`src/hdl/sp0_regs.vh`:
```
`ifndef SP0_REGS_VH
`define SP0_REGS_VH
`define SP0_ADDR_CONTROL 8'h98
`define SP0_ADDR_DATA 8'h99
`define SP0_CTL_MODE_HI 7
`define SP0_CTL_MODE_LO 6
`define SP0_CTL_MULTIPROC 5
`define SP0_CTL_RX_ENABLE 4
`define SP0_CTL_TX_NINTH 3
`define SP0_CTL_RX_NINTH 2
`define SP0_CTL_TX_DONE 1
`define SP0_CTL_RX_DONE 0
`define SP0_CTL_RESET 8'h00
`define SP0_DATA_RESET 8'h00
`define SP0_DIV_SLOW 12
`define SP0_DIV_FAST 4
`define SP0_DIV_M2_NORMAL 64
`define SP0_DIV_M2_DOUBLE 32
`define SP0_OVS 16
`define SP0_FIFO_DEPTH 32
`endif

```
`src/hdl/sp0_fifo.v`:
```
module sp0_fifo #(
   parameter WIDTH = 8,
   parameter DEPTH = 32,
   parameter AW = 5
) (
   // Clock and reset.
   input wire mclk_in,
   input wire resetn_in,
   // Fill side.
   input wire in_valid_in,
   output wire in_ready_out,
   input wire [WIDTH-1:0] in_data_in,
   // Drain side.
   output wire out_valid_out,
   input wire out_ready_in,
   output wire [WIDTH-1:0] out_data_out
);
   reg [WIDTH-1:0] mem_reg [0:DEPTH-1];
   reg [AW-1:0] wr_ptr_reg;
   reg [AW-1:0] rd_ptr_reg;
   reg [AW:0] count_reg;
   wire push;
   wire pop;
   assign in_ready_out = (count_reg != DEPTH[AW:0]);
   assign out_valid_out = (count_reg != {(AW+1){1'b0}});
   assign push = in_valid_in && in_ready_out;
   assign pop = out_valid_out && out_ready_in;
   assign out_data_out = mem_reg[rd_ptr_reg];
   always @(posedge mclk_in) begin
      if (push) begin
         mem_reg[wr_ptr_reg] <= in_data_in;
      end
   end
   always @(posedge mclk_in) begin
      if (!resetn_in) begin
         wr_ptr_reg <= {AW{1'b0}};
         rd_ptr_reg <= {AW{1'b0}};
         count_reg <= {(AW+1){1'b0}};
      end else begin
         if (push) begin
            wr_ptr_reg <= (wr_ptr_reg == DEPTH[AW-1:0] - 1'b1) ? {AW{1'b0}} : wr_ptr_reg + 1'b1;
         end
         if (pop) begin
            rd_ptr_reg <= (rd_ptr_reg == DEPTH[AW-1:0] - 1'b1) ? {AW{1'b0}} : rd_ptr_reg + 1'b1;
         end
         if (push && !pop) begin
            count_reg <= count_reg + 1'b1;
         end else if (pop && !push) begin
            count_reg <= count_reg - 1'b1;
         end
      end
   end
endmodule // sp0_fifo

```
`src/hdl/sp0_uart.v`:
```
// Behaviour
// - Two mode bits pick four frame modes.
// - Frame error flag set on bad stop.
// - Multiproc modes 2/3 drop ninth-bit-zero frames.
// - Multiproc mode 1 drops frames lacking stop.
// - Mode 0 shift clock divide 24 or 8.
// - Receive only while receive enable set.
// - Modes 2/3 send software ninth bit.
// - Received ninth field depends on mode.
// - Transmit done at bit 8 or stop start.
// - Receive done at bit 8 or mid-stop.
// - Data address: read receive, write transmit.
// - Enable bit selects mode bit or error flag.
// - Baud double speeds mode 2 only.
// - Transmit pin, and receive pin that also drives the mode 0 shift clock while receiving.
`include "sp0_regs.vh"
module sp0_uart (
   // Clock and reset.
   input wire mclk_in,
   input wire resetn_in,
   // Register port.
   input wire [7:0] reg_addr_in,
   input wire reg_wr_in,
   input wire reg_rd_in,
   input wire [7:0] reg_wdata_in,
   output reg [7:0] reg_rdata_out,
   // Configuration from the power control register.
   input wire frame_err_detect_enable_in,
   input wire baud_double_in,
   // Variable rate tick from the timer block.
   input wire baud_tick_in,
   // Serial pins; output enables are low while driving.
   input wire rxd_in,
   output reg rxd_out,
   output reg rxd_oen_out,
   output reg txd_out,
   // Status.
   output wire tx_done_flag_out,
   output wire rx_done_flag_out,
   output wire tx_ready_out
);
   localparam [1:0] TX_IDLE = 2'd0;
   localparam [1:0] TX_RUN = 2'd1;
   localparam [1:0] RX_IDLE = 2'd0;
   localparam [1:0] RX_RUN = 2'd1;
   localparam [1:0] RX_M0 = 2'd2;

   reg mode_hi_reg;
   reg frame_error_reg;
   reg mode_low_bit_reg;
   reg multiproc_enable_reg;
   reg rx_enable_reg;
   reg tx_ninth_bit_reg;
   reg rx_ninth_bit_reg;
   reg tx_done_flag_reg;
   reg rx_done_flag_reg;
   reg [7:0] rx_data_reg;
   reg [2:0] rx_sync_reg;
   reg [6:0] div_reg;
   reg [1:0] tx_state_reg;
   reg [10:0] tx_shift_reg;
   reg [3:0] tx_bits_reg;
   reg [3:0] tx_ovs_reg;
   reg [1:0] rx_state_reg;
   reg [8:0] rx_shift_reg;
   reg [3:0] rx_bits_reg;
   reg [3:0] rx_ovs_reg;
   reg rx_m0_phase_reg;
   reg m0_clk_phase_reg;
   reg rx_pin_reg;
   reg rx_pin_prev_reg;

   wire [1:0] mode;
   wire rx_pin;
   wire div_tick;
   wire ovs_tick;
   wire [6:0] div_len;
   wire fifo_valid;
   wire fifo_ready;
   wire [7:0] fifo_data;
   wire wr_ctl;
   wire wr_data;
   wire tx_pop;
   wire [3:0] tx_frame_bits;
   reg rx_accept;
   reg rx_finish;
   reg rx_frame_err;

   // The stored upper mode bit keeps its value while control bit 7 reads as error flag.
   assign mode = {mode_hi_reg, mode_low_bit_reg};
   assign rx_pin = rx_pin_reg;
   assign wr_ctl = reg_wr_in && (reg_addr_in == `SP0_ADDR_CONTROL);
   assign wr_data = reg_wr_in && (reg_addr_in == `SP0_ADDR_DATA);
   assign tx_done_flag_out = tx_done_flag_reg;
   assign rx_done_flag_out = rx_done_flag_reg;
   assign tx_ready_out = fifo_ready;

   // Fixed-rate divider: mode 0 half-bit tick, mode 2 oversample tick.
   assign div_len = (mode == 2'd0) ?
      (multiproc_enable_reg ? 7'd`SP0_DIV_FAST : 7'd`SP0_DIV_SLOW) :
      (baud_double_in ? 7'd`SP0_DIV_M2_DOUBLE / 7'd`SP0_OVS :
       7'd`SP0_DIV_M2_NORMAL / 7'd`SP0_OVS);
   // A mode change may shorten the period below the current count; wrap at once.
   assign div_tick = (div_reg >= div_len - 7'd1);
   // Modes 1 and 3 take the external tick; baud double only changes the mode 2 divider.
   assign ovs_tick = (mode == 2'd2) ? div_tick : baud_tick_in;

   always @(posedge mclk_in) begin
      if (!resetn_in) begin
         div_reg <= 7'd0;
         rx_sync_reg <= 3'b111;
         rx_pin_reg <= 1'b1;
         rx_pin_prev_reg <= 1'b1;
      end else begin
         div_reg <= div_tick ? 7'd0 : div_reg + 7'd1;
         rx_sync_reg <= {rx_sync_reg[1:0], rxd_in};
         if (rx_sync_reg[2] == rx_sync_reg[1]) begin
            rx_pin_reg <= rx_sync_reg[2];
         end
         rx_pin_prev_reg <= rx_pin_reg;
      end
   end

   // Transmit words wait in the FIFO so software can queue bytes ahead.
   sp0_fifo #(.WIDTH(8), .DEPTH(`SP0_FIFO_DEPTH), .AW(5)) u_fifo (
      .mclk_in(mclk_in),
      .resetn_in(resetn_in),
      .in_valid_in(wr_data),
      .in_ready_out(fifo_ready),
      .in_data_in(reg_wdata_in),
      .out_valid_out(fifo_valid),
      .out_ready_in(tx_pop),
      .out_data_out(fifo_data)
   );

   assign tx_pop = (tx_state_reg == TX_IDLE) && fifo_valid;
   assign tx_frame_bits = (mode == 2'd0) ? 4'd8 : (mode == 2'd1) ? 4'd10 : 4'd11;

   // Transmitter.
   always @(posedge mclk_in) begin
      if (!resetn_in) begin
         tx_state_reg <= TX_IDLE;
         tx_shift_reg <= 11'h7ff;
         tx_bits_reg <= 4'd0;
         tx_ovs_reg <= 4'd0;
         txd_out <= 1'b1;
         m0_clk_phase_reg <= 1'b0;
      end else begin
         case (tx_state_reg)
            TX_IDLE: begin
               txd_out <= 1'b1;
               tx_ovs_reg <= 4'd0;
               tx_bits_reg <= 4'd0;
               if (tx_pop) begin
                  if (mode == 2'd0) begin
                     tx_shift_reg <= {3'b111, fifo_data};
                  end else if (mode == 2'd1) begin
                     tx_shift_reg <= {2'b11, fifo_data, 1'b0};
                  end else begin
                     tx_shift_reg <= {1'b1, tx_ninth_bit_reg, fifo_data, 1'b0};
                  end
                  tx_state_reg <= TX_RUN;
               end
            end
            TX_RUN: begin
               if (mode == 2'd0) begin
                  if (div_tick) begin
                     m0_clk_phase_reg <= ~m0_clk_phase_reg;
                     if (!m0_clk_phase_reg) begin
                        txd_out <= tx_shift_reg[0];
                     end else begin
                        tx_shift_reg <= {1'b1, tx_shift_reg[10:1]};
                        tx_bits_reg <= tx_bits_reg + 4'd1;
                        if (tx_bits_reg == 4'd7) begin
                           tx_state_reg <= TX_IDLE;
                        end
                     end
                  end
               end else if (ovs_tick) begin
                  tx_ovs_reg <= tx_ovs_reg + 4'd1;
                  if (tx_ovs_reg == 4'd0) begin
                     txd_out <= tx_shift_reg[0];
                  end
                  if (tx_ovs_reg == 4'd15) begin
                     tx_shift_reg <= {1'b1, tx_shift_reg[10:1]};
                     tx_bits_reg <= tx_bits_reg + 4'd1;
                     if (tx_bits_reg == tx_frame_bits - 4'd1) begin
                        tx_state_reg <= TX_IDLE;
                     end
                  end
               end
            end
            default: tx_state_reg <= TX_IDLE;
         endcase
      end
   end

   // Receiver.
   always @(posedge mclk_in) begin
      if (!resetn_in) begin
         rx_state_reg <= RX_IDLE;
         rx_shift_reg <= 9'h000;
         rx_bits_reg <= 4'd0;
         rx_ovs_reg <= 4'd0;
         rx_m0_phase_reg <= 1'b0;
         rxd_out <= 1'b1;
         rxd_oen_out <= 1'b1;
      end else begin
         case (rx_state_reg)
            RX_IDLE: begin
               rxd_oen_out <= 1'b1;
               rx_bits_reg <= 4'd0;
               rx_ovs_reg <= 4'd0;
               if (rx_enable_reg && !rx_done_flag_reg && mode == 2'd0) begin
                  rx_state_reg <= RX_M0;
                  rx_m0_phase_reg <= 1'b0;
               end else if (rx_enable_reg && mode != 2'd0 && !rx_pin && rx_pin_prev_reg) begin
                  // Only a falling edge starts a frame, so a low bad stop bit cannot.
                  rx_state_reg <= RX_RUN;
               end
            end
            RX_M0: begin
               // Mode 0 shift clock goes out on the receive pin.
               rxd_oen_out <= 1'b0;
               if (!rx_enable_reg) begin
                  rx_state_reg <= RX_IDLE;
               end else if (div_tick) begin
                  rx_m0_phase_reg <= ~rx_m0_phase_reg;
                  rxd_out <= rx_m0_phase_reg;
                  if (rx_m0_phase_reg) begin
                     rx_shift_reg <= {1'b0, txd_in_sample(rx_pin), rx_shift_reg[7:1]};
                     rx_bits_reg <= rx_bits_reg + 4'd1;
                     if (rx_bits_reg == 4'd7) begin
                        rx_state_reg <= RX_IDLE;
                     end
                  end
               end
            end
            RX_RUN: begin
               if (!rx_enable_reg) begin
                  rx_state_reg <= RX_IDLE;
               end else if (ovs_tick) begin
                  rx_ovs_reg <= rx_ovs_reg + 4'd1;
                  if (rx_ovs_reg == 4'd7) begin
                     if (rx_bits_reg == 4'd0 && rx_pin) begin
                        // A start bit that fails at mid-bit was a glitch.
                        rx_state_reg <= RX_IDLE;
                     end else if (rx_bits_reg == tx_frame_bits - 4'd1) begin
                        rx_state_reg <= RX_IDLE;
                     end else if (rx_bits_reg != 4'd0) begin
                        rx_shift_reg <= {rx_pin, rx_shift_reg[8:1]};
                     end
                  end
                  if (rx_ovs_reg == 4'd15) begin
                     rx_bits_reg <= rx_bits_reg + 4'd1;
                  end
               end
            end
            default: rx_state_reg <= RX_IDLE;
         endcase
      end
   end

   // Sampling helper keeps the mode 0 data path readable.
   function txd_in_sample;
      input b;
      begin
         txd_in_sample = b;
      end
   endfunction

   // Frame end decisions.
   always @* begin
      rx_finish = 1'b0;
      rx_accept = 1'b0;
      rx_frame_err = 1'b0;
      if (rx_state_reg == RX_M0 && div_tick && rx_m0_phase_reg && rx_bits_reg == 4'd7) begin
         rx_finish = 1'b1;
         rx_accept = 1'b1;
      end else if (rx_state_reg == RX_RUN && rx_enable_reg && ovs_tick && rx_ovs_reg == 4'd7 &&
                   rx_bits_reg == tx_frame_bits - 4'd1) begin
         rx_finish = 1'b1;
         rx_frame_err = !rx_pin;
         // A frame is dropped while software has not taken the last one.
         if (!rx_done_flag_reg) begin
            if (mode == 2'd1) begin
               rx_accept = !multiproc_enable_reg || rx_pin;
            end else begin
               rx_accept = !multiproc_enable_reg || rx_shift_reg[8];
            end
         end
      end
   end

   // Control and data registers; hardware set wins over software clear.
   always @(posedge mclk_in) begin
      if (!resetn_in) begin
         mode_hi_reg <= 1'b0;
         frame_error_reg <= 1'b0;
         mode_low_bit_reg <= 1'b0;
         multiproc_enable_reg <= 1'b0;
         rx_enable_reg <= 1'b0;
         tx_ninth_bit_reg <= 1'b0;
         rx_ninth_bit_reg <= 1'b0;
         tx_done_flag_reg <= 1'b0;
         rx_done_flag_reg <= 1'b0;
         rx_data_reg <= `SP0_DATA_RESET;
      end else begin
         if (wr_ctl) begin
            if (frame_err_detect_enable_in) begin
               frame_error_reg <= reg_wdata_in[`SP0_CTL_MODE_HI];
            end else begin
               mode_hi_reg <= reg_wdata_in[`SP0_CTL_MODE_HI];
            end
            mode_low_bit_reg <= reg_wdata_in[`SP0_CTL_MODE_LO];
            multiproc_enable_reg <= reg_wdata_in[`SP0_CTL_MULTIPROC];
            rx_enable_reg <= reg_wdata_in[`SP0_CTL_RX_ENABLE];
            tx_ninth_bit_reg <= reg_wdata_in[`SP0_CTL_TX_NINTH];
            rx_ninth_bit_reg <= reg_wdata_in[`SP0_CTL_RX_NINTH];
            tx_done_flag_reg <= reg_wdata_in[`SP0_CTL_TX_DONE];
            rx_done_flag_reg <= reg_wdata_in[`SP0_CTL_RX_DONE];
         end
         if (rx_finish && rx_frame_err && mode != 2'd0) begin
            frame_error_reg <= 1'b1;
         end
         if (tx_state_reg == TX_RUN && ((mode == 2'd0 && div_tick && m0_clk_phase_reg &&
             tx_bits_reg == 4'd7) || (mode != 2'd0 && ovs_tick && tx_ovs_reg == 4'd0 &&
             tx_bits_reg == tx_frame_bits - 4'd1))) begin
            tx_done_flag_reg <= 1'b1;
         end
         if (rx_accept) begin
            rx_done_flag_reg <= 1'b1;
            if (mode == 2'd0) begin
               rx_data_reg <= {rx_pin, rx_shift_reg[7:1]};
            end else begin
               rx_data_reg <= (mode == 2'd1) ? rx_shift_reg[8:1] : rx_shift_reg[7:0];
               rx_ninth_bit_reg <= (mode == 2'd1) ? rx_pin : rx_shift_reg[8];
            end
         end
      end
   end

   // Read data.
   always @* begin
      reg_rdata_out = 8'h00;
      if (reg_rd_in && reg_addr_in == `SP0_ADDR_CONTROL) begin
         reg_rdata_out = {frame_err_detect_enable_in ? frame_error_reg : mode_hi_reg,
                          mode_low_bit_reg, multiproc_enable_reg, rx_enable_reg,
                          tx_ninth_bit_reg, rx_ninth_bit_reg, tx_done_flag_reg,
                          rx_done_flag_reg};
      end else if (reg_rd_in && reg_addr_in == `SP0_ADDR_DATA) begin
         reg_rdata_out = rx_data_reg;
      end
   end
endmodule // sp0_uart

```
`config.mk`:
```
export PLATFORM = sky130hd
export DESIGN_NAME = sp0_uart
export DESIGN_NICKNAME = d
export VERILOG_FILES = /design/src/hdl/sp0_fifo.v /design/src/hdl/sp0_uart.v
export VERILOG_INCLUDE_DIRS = /design/src /design/src/hdl
export SDC_FILE = /design/constraint.sdc
export NUM_CORES = 1
export LEC_CHECK = 0
export BUFFER_PORTS_ARGS = -buffer_cell sky130_fd_sc_hd__buf_2
export CAP_MARGIN = 40
export CORE_ASPECT_RATIO = 0.8
export CORE_MARGIN = 10
export CORE_UTILIZATION = 35
export CTS_CLUSTER_SIZE = 10
export DETAILED_ROUTE_END_ITERATION = 8
export PLACE_DENSITY = 0.6
export SYNTH_ARGS = -nofsm -noshare
export SYNTH_HDL_FRONTEND = slang
export SYNTH_SLANG_ARGS = --single-unit
export TNS_END_PERCENT = 20
```
`constraint.sdc`:
```
create_clock -name mclk_in -period 4.85 [get_ports mclk_in]
set_input_delay 0.97 -clock mclk_in [delete_from_list [all_inputs] [get_ports mclk_in]]
set_output_delay 0.97 -clock mclk_in [all_outputs]
set_load 0.1 [all_outputs]
```
# == Word level (Yosys, flattened, before mapping) ==
# Memory sizes are Yosys's and may differ from the RTL's. A register that Yosys moved wholly into a read port is not among the register bits.
# Cells that the tools add are included.
# op_classes
addsub,11
mul,0
n_div,0
order_cmp,1
eq_ne,47
n_shift,0
n_mux,108
bitwise_logic,4
n_reduce_logical,72
# op_table
operator,n
2-to-1 mux 9 bit,9
2-to-1 mux 4 bit,17
2-to-1 mux 11 bit,6
2-to-1 mux 2 bit,20
2-to-1 mux 1 bit,32
2-to-1 mux 8 bit,4
logical AND 1 bit,31
"inequality test 3 bit, second input constant",9
"inequality test 2 bit, second input constant",13
case mux 4 bit (2 select lines),3
case mux 11 bit (2 select lines),1
AND reduction 7 bit,3
2-to-1 mux 10 bit,2
2-to-1 mux 5 bit,4
nonzero test 2 bit,10
case mux 9 bit (2 select lines),1
"adder 4 x 1 -> 4 bit, second input constant",4
"== test 8 bit, second input constant",2
"== test 4 x 3 -> 1 bit, second input constant",3
2-to-1 mux 6 bit,2
case mux 4 bit (3 select lines),1
AND reduction 3 bit,4
"adder 5 x 1 -> 5 bit, second input constant",2
"== test 5 bit, second input constant",2
34 further kinds,58
# totals
ff_bits,90
latchBits,0
ramBits,256
rom_bits,0
output_inout_bits,14
n_memories,1
# memory_table
memory,words,width,read_ports,rd_clocked_by_memory_dff,wr,line,source
u_fifo.mem_reg,32,8,1,1,1,sp0_fifo.v:18,reg [WIDTH-1:0] mem_reg [0:DEPTH-1];

# == Depth between registers and ports, before layout ==
# depth
depth_word,14
ltp_mapped,13
mapped_depth_nobuf,12

# == By module ==
# Synthesis repeated with hierarchy kept, for this count alone.
# unflattened
hier_cells,1081
area_unflattened_um2,15125.8
# by_module_without_submodules
module,instances,cells_per_inst,area_each_um2
sp0_fifo,1,630,11188.2
sp0_uart,1,451,3937.5

# == Least setup slack after synthesis ==
# Ideal clock, no wire load.
# synth_timing
path_kind,input to output
from,input port reg_addr_in[5]
to,output port reg_rdata_out[0]
arrival_ns,2.901
required_ns,3.880
path_slack_ns,0.979
path_stages,3
path_buffers,0
cell_sequence,nor4bb_1 -> nand4_1 -> nor2_1
# synth_between
elab_chain_cells,4
elab_cells_between_ends,6
cone_classes,eq/ne (2); mux (2); reduce/logical (2)
# synth_rtl
element,line,source
start: declaration,sp0_uart.v:22,"input wire [7:0] reg_addr_in,"
== test 8 bit (no source line),-,
logical AND 1 bit (no source line),-,
2-to-1 mux 8 bit,sp0_uart.v:351,end else if (reg_rd_in && reg_addr_in == `SP0_ADDR_DATA) begin
2-to-1 mux 8 bit (*),sp0_uart.v:346,if (reg_rd_in && reg_addr_in == `SP0_ADDR_CONTROL) begin
end: declaration,sp0_uart.v:26,"output reg [7:0] reg_rdata_out,"
# Mark *: on every way between the ends. The rest lies on a longest branch, timed or not.

# == Worst setup path after layout ==
# layout_timing
from,input port reg_addr_in[5]
to,output port reg_rdata_out[3]
# The elaborated chain is that of the path after synthesis.

==> flow_summary.yaml <==
sta:
  clock-skew-final_ns: 0.02215
  grt_setup_unrepaired: "false"
  setup_violations: 0
  slew_viol_final: 0
  finalHoldViolations: 0
  fin_crit_ns: 3.641
  relSlewSlack: 0.4320
  tightest_slew_ns: 0.8489
  period_share: 0.7507
  fmax_mhz: 274.7
  setup-tns-final_ns: 0
  setup_slack_ns: 1.209
synthesis:
  synth_cell_type_count: 77
  avgSynthCellArea_sq_um: 13.40
  synth.largest_area_cell: "edfxtp_1"
  synth_area_sq_mm: 0.01510
  seq_area_frac_synth: 0.6324
  async_flop_share: 0
  synth_top_cell_area_share: 0.5091
  ys_ff_latch: 349
  ys.flop_type: "edfxtp_1"
  netlist_top_cells_count: "edfxtp_1, mux2i_1, nor2_1"
  synth-edff-count: 256
  synthTopCellsByArea: "edfxtp_1, dfxtp_1, mux2i_1"
  synth.most_common_cell: "edfxtp_1"
  syn_inst: 1127
  ys_warn_count: 0
cts:
  clock-sinks: 349
  clkTransAtPathRegs_ns: 0.05
  clock_latency_ns: 0.54
  cts_root_buf: "clkbuf_16"
  cts_resized: 0
  cts_buffer_depth: 3
  htreeDepth: 2
  cts_tree: "yes"
  cts_buffers: 41
  hold_buffers: 0
  cts_setup_buffers: 0
detailed_routing:
  first_iter_violations: 734
  final_antenna_net_count: 0
  drt-total-wl_um: 34390
  via_per_inst: 5.293
  wl_per_cell_um: 19.75
  num_vias: 9215
  drc: 0
  drt_pass1_iterations: 5
global_routing:
  grt_pass1_wl_um: 53760
  globalRouteOverflowTotal: 0
  grt_max_degree: 41
  antenna_found_initial: 0
  grt_pass1_vias: 9107
  gr-usage-all-layers: 0.1314
floorplan:
  core_sq_mm: 0.04225
  start_util: 0.3574
  die_w_um: 252.2
  die_h_um: 205.8
  core.rowCount: 67
  dieArea_sq_mm: 0.05191
  ioPinCount: 38
place:
  post-place-ws_ns: 0.9274
  globalplace.congestion: 0.7988
  io_buffers: 37
  dp_hpwl_um: 22210
finish:
  antennaDiodeCount: 0
  num-fill-cells: 3937
  nets: 1228
  seq_area_sq_mm: 0.009553
  drive_gt1_frac: 0.1220
  multiInputGateArea_sq_mm: 0.005140
  largest_reg_flops: 256
  area_growth_pct: 12.42
pwr:
  p_leak_nw: 5.464
  power_density_mw_per_mm2: 429.4
  p_total_w: 0.007290
  ir_drop_mv: 0.2900
setup_path:
  critPathKind: "input port to primary output"
  cp-start-kind: "input port"
  critPathCaptureType: "primary output"
  required_ns: 3.88
  worst-path-max-fanout: 8
  cp_slowest_stage_delay_ns: 0.51
  cpMostUsedCell: "buf_2"
  cp_slowest_cell: "nand4_1"
  crit_chain: "buf_2 -> nor4bb_1 -> nand4_1 -> nor2_1 -> buf_2"
  arrival_ns: 2.67
run_status:
  status: "completed"
run:
  drv_cap: 0
worst_hold_path:
  hold_path_class: "register to register"
## power breakdown
group          total, W  leakage [nW]  switching, W  internal (W)
Clock           0.00270         0.550       0.00113       0.00156
Combinational   0.00118          1.86      0.000663      0.000513
Sequential      0.00342          3.06      0.000139       0.00328
Total           0.00729          5.46       0.00194       0.00535
## placed cells by master, fill, tap and decap left out, types with 3 or more instances in the layout
cell type  count
a22oi_1       56
mux4_2        10
clkbuf_16     41
nor3b_1        4
mux2_2         4
and3_1         6
a21boi_0       4
a21o_1         3
a211oi_1      13
conb_1         4
inv_1         24
edfxtp_1     256
o22ai_1       11
a31oi_1        6
o21ai_0       24
o32ai_1        3
nor2_1       117
nand3b_1       5
a21oi_1       64
xor2_1         4
nand2b_1      13
and2_1         4
o31ai_1        6
clkbuf_1      10
or4_1          3
ha_1          28
nor3_1         7
nor4_2         4
nand2_1       41
nor2b_1        4
dfxtp_1       92
xnor2_1       13
nand4_1        8
buf_4         19
buf_2         37
or3_1          6
nor4_1         7
nand3_1       19
mux2i_1      155
## layer usage
layer	wire length, um	vias up	global-route usage
li1	-	4384	-
met1	16550	4533	0.1884
met2	15500	245	0.2045
met3	1657	53	0.01639
met4	675	0	0.03910
met5	0	-	0
## through the flow
stage	hold WS [ns]	instance area [sq um]	std cells	utilization
floorplan	0.3863	15110	1130	-
global placement	0.3892	15830	1683	0.3746
detailed placement	0.3985	15840	1684	0.3748
CTS	0.4107	16980	1741	0.4018
global route	0.4318	16980	1741	0.4018
finish	0.4045	16980	1741	0.4018
## final cells by class
cell class	instances	area share
timing repair buffer	58	0.02115
multi-input combinational	700	0.3028
clock inverter	4	0.002874
tap	552	0.04068
inverter	25	0.005528
clock buffer	53	0.06427
sequential	349	0.5627
## path summary, 6_finish.rpt
path                                    start                                to  slack [ns]  cells past startpoint
min reg2reg         rx_sync_reg[0]$_SDFF_PN1_         rx_sync_reg[1]$_SDFF_PN1_        0.40                      1
min                 rx_sync_reg[0]$_SDFF_PN1_         rx_sync_reg[1]$_SDFF_PN1_        0.40                      1
max                            reg_addr_in[5]                  reg_rdata_out[3]        1.21                      5
max reg2reg  u_fifo.count_reg[0]$_SDFFE_PN0P_  u_fifo.count_reg[5]$_SDFFE_PN0P_        1.39                     11
## logic make-up (layout without fill, tap and decap cells)
| logic type | count (synthesis) | count (layout) | share of synthesized area |
|---|---|---|---|
| DFF | 349 | 349 | 0.6324 |
| and+or+nand+nor | 268 | 268 | 0.08957 |
| AOI/OAI and AO/OA | 213 | 213 | 0.09429 |
| muxes | 169 | 169 | 0.1206 |
| buffers and inverters | 81 | 140 | 0.02850 |
| adders and majority gates | 29 | 29 | 0.02453 |
| xor gates and xnor gates | 17 | 17 | 0.009860 |
| other | 1 | 4 | 0.0002483 |
## critical path, delay by kind of cell
family                 cells  cell delay, ns
and+or+nand+nor            3            1.14
buffers and inverters      2            0.56
Note: power is estimated with default switching activity, not from simulation.
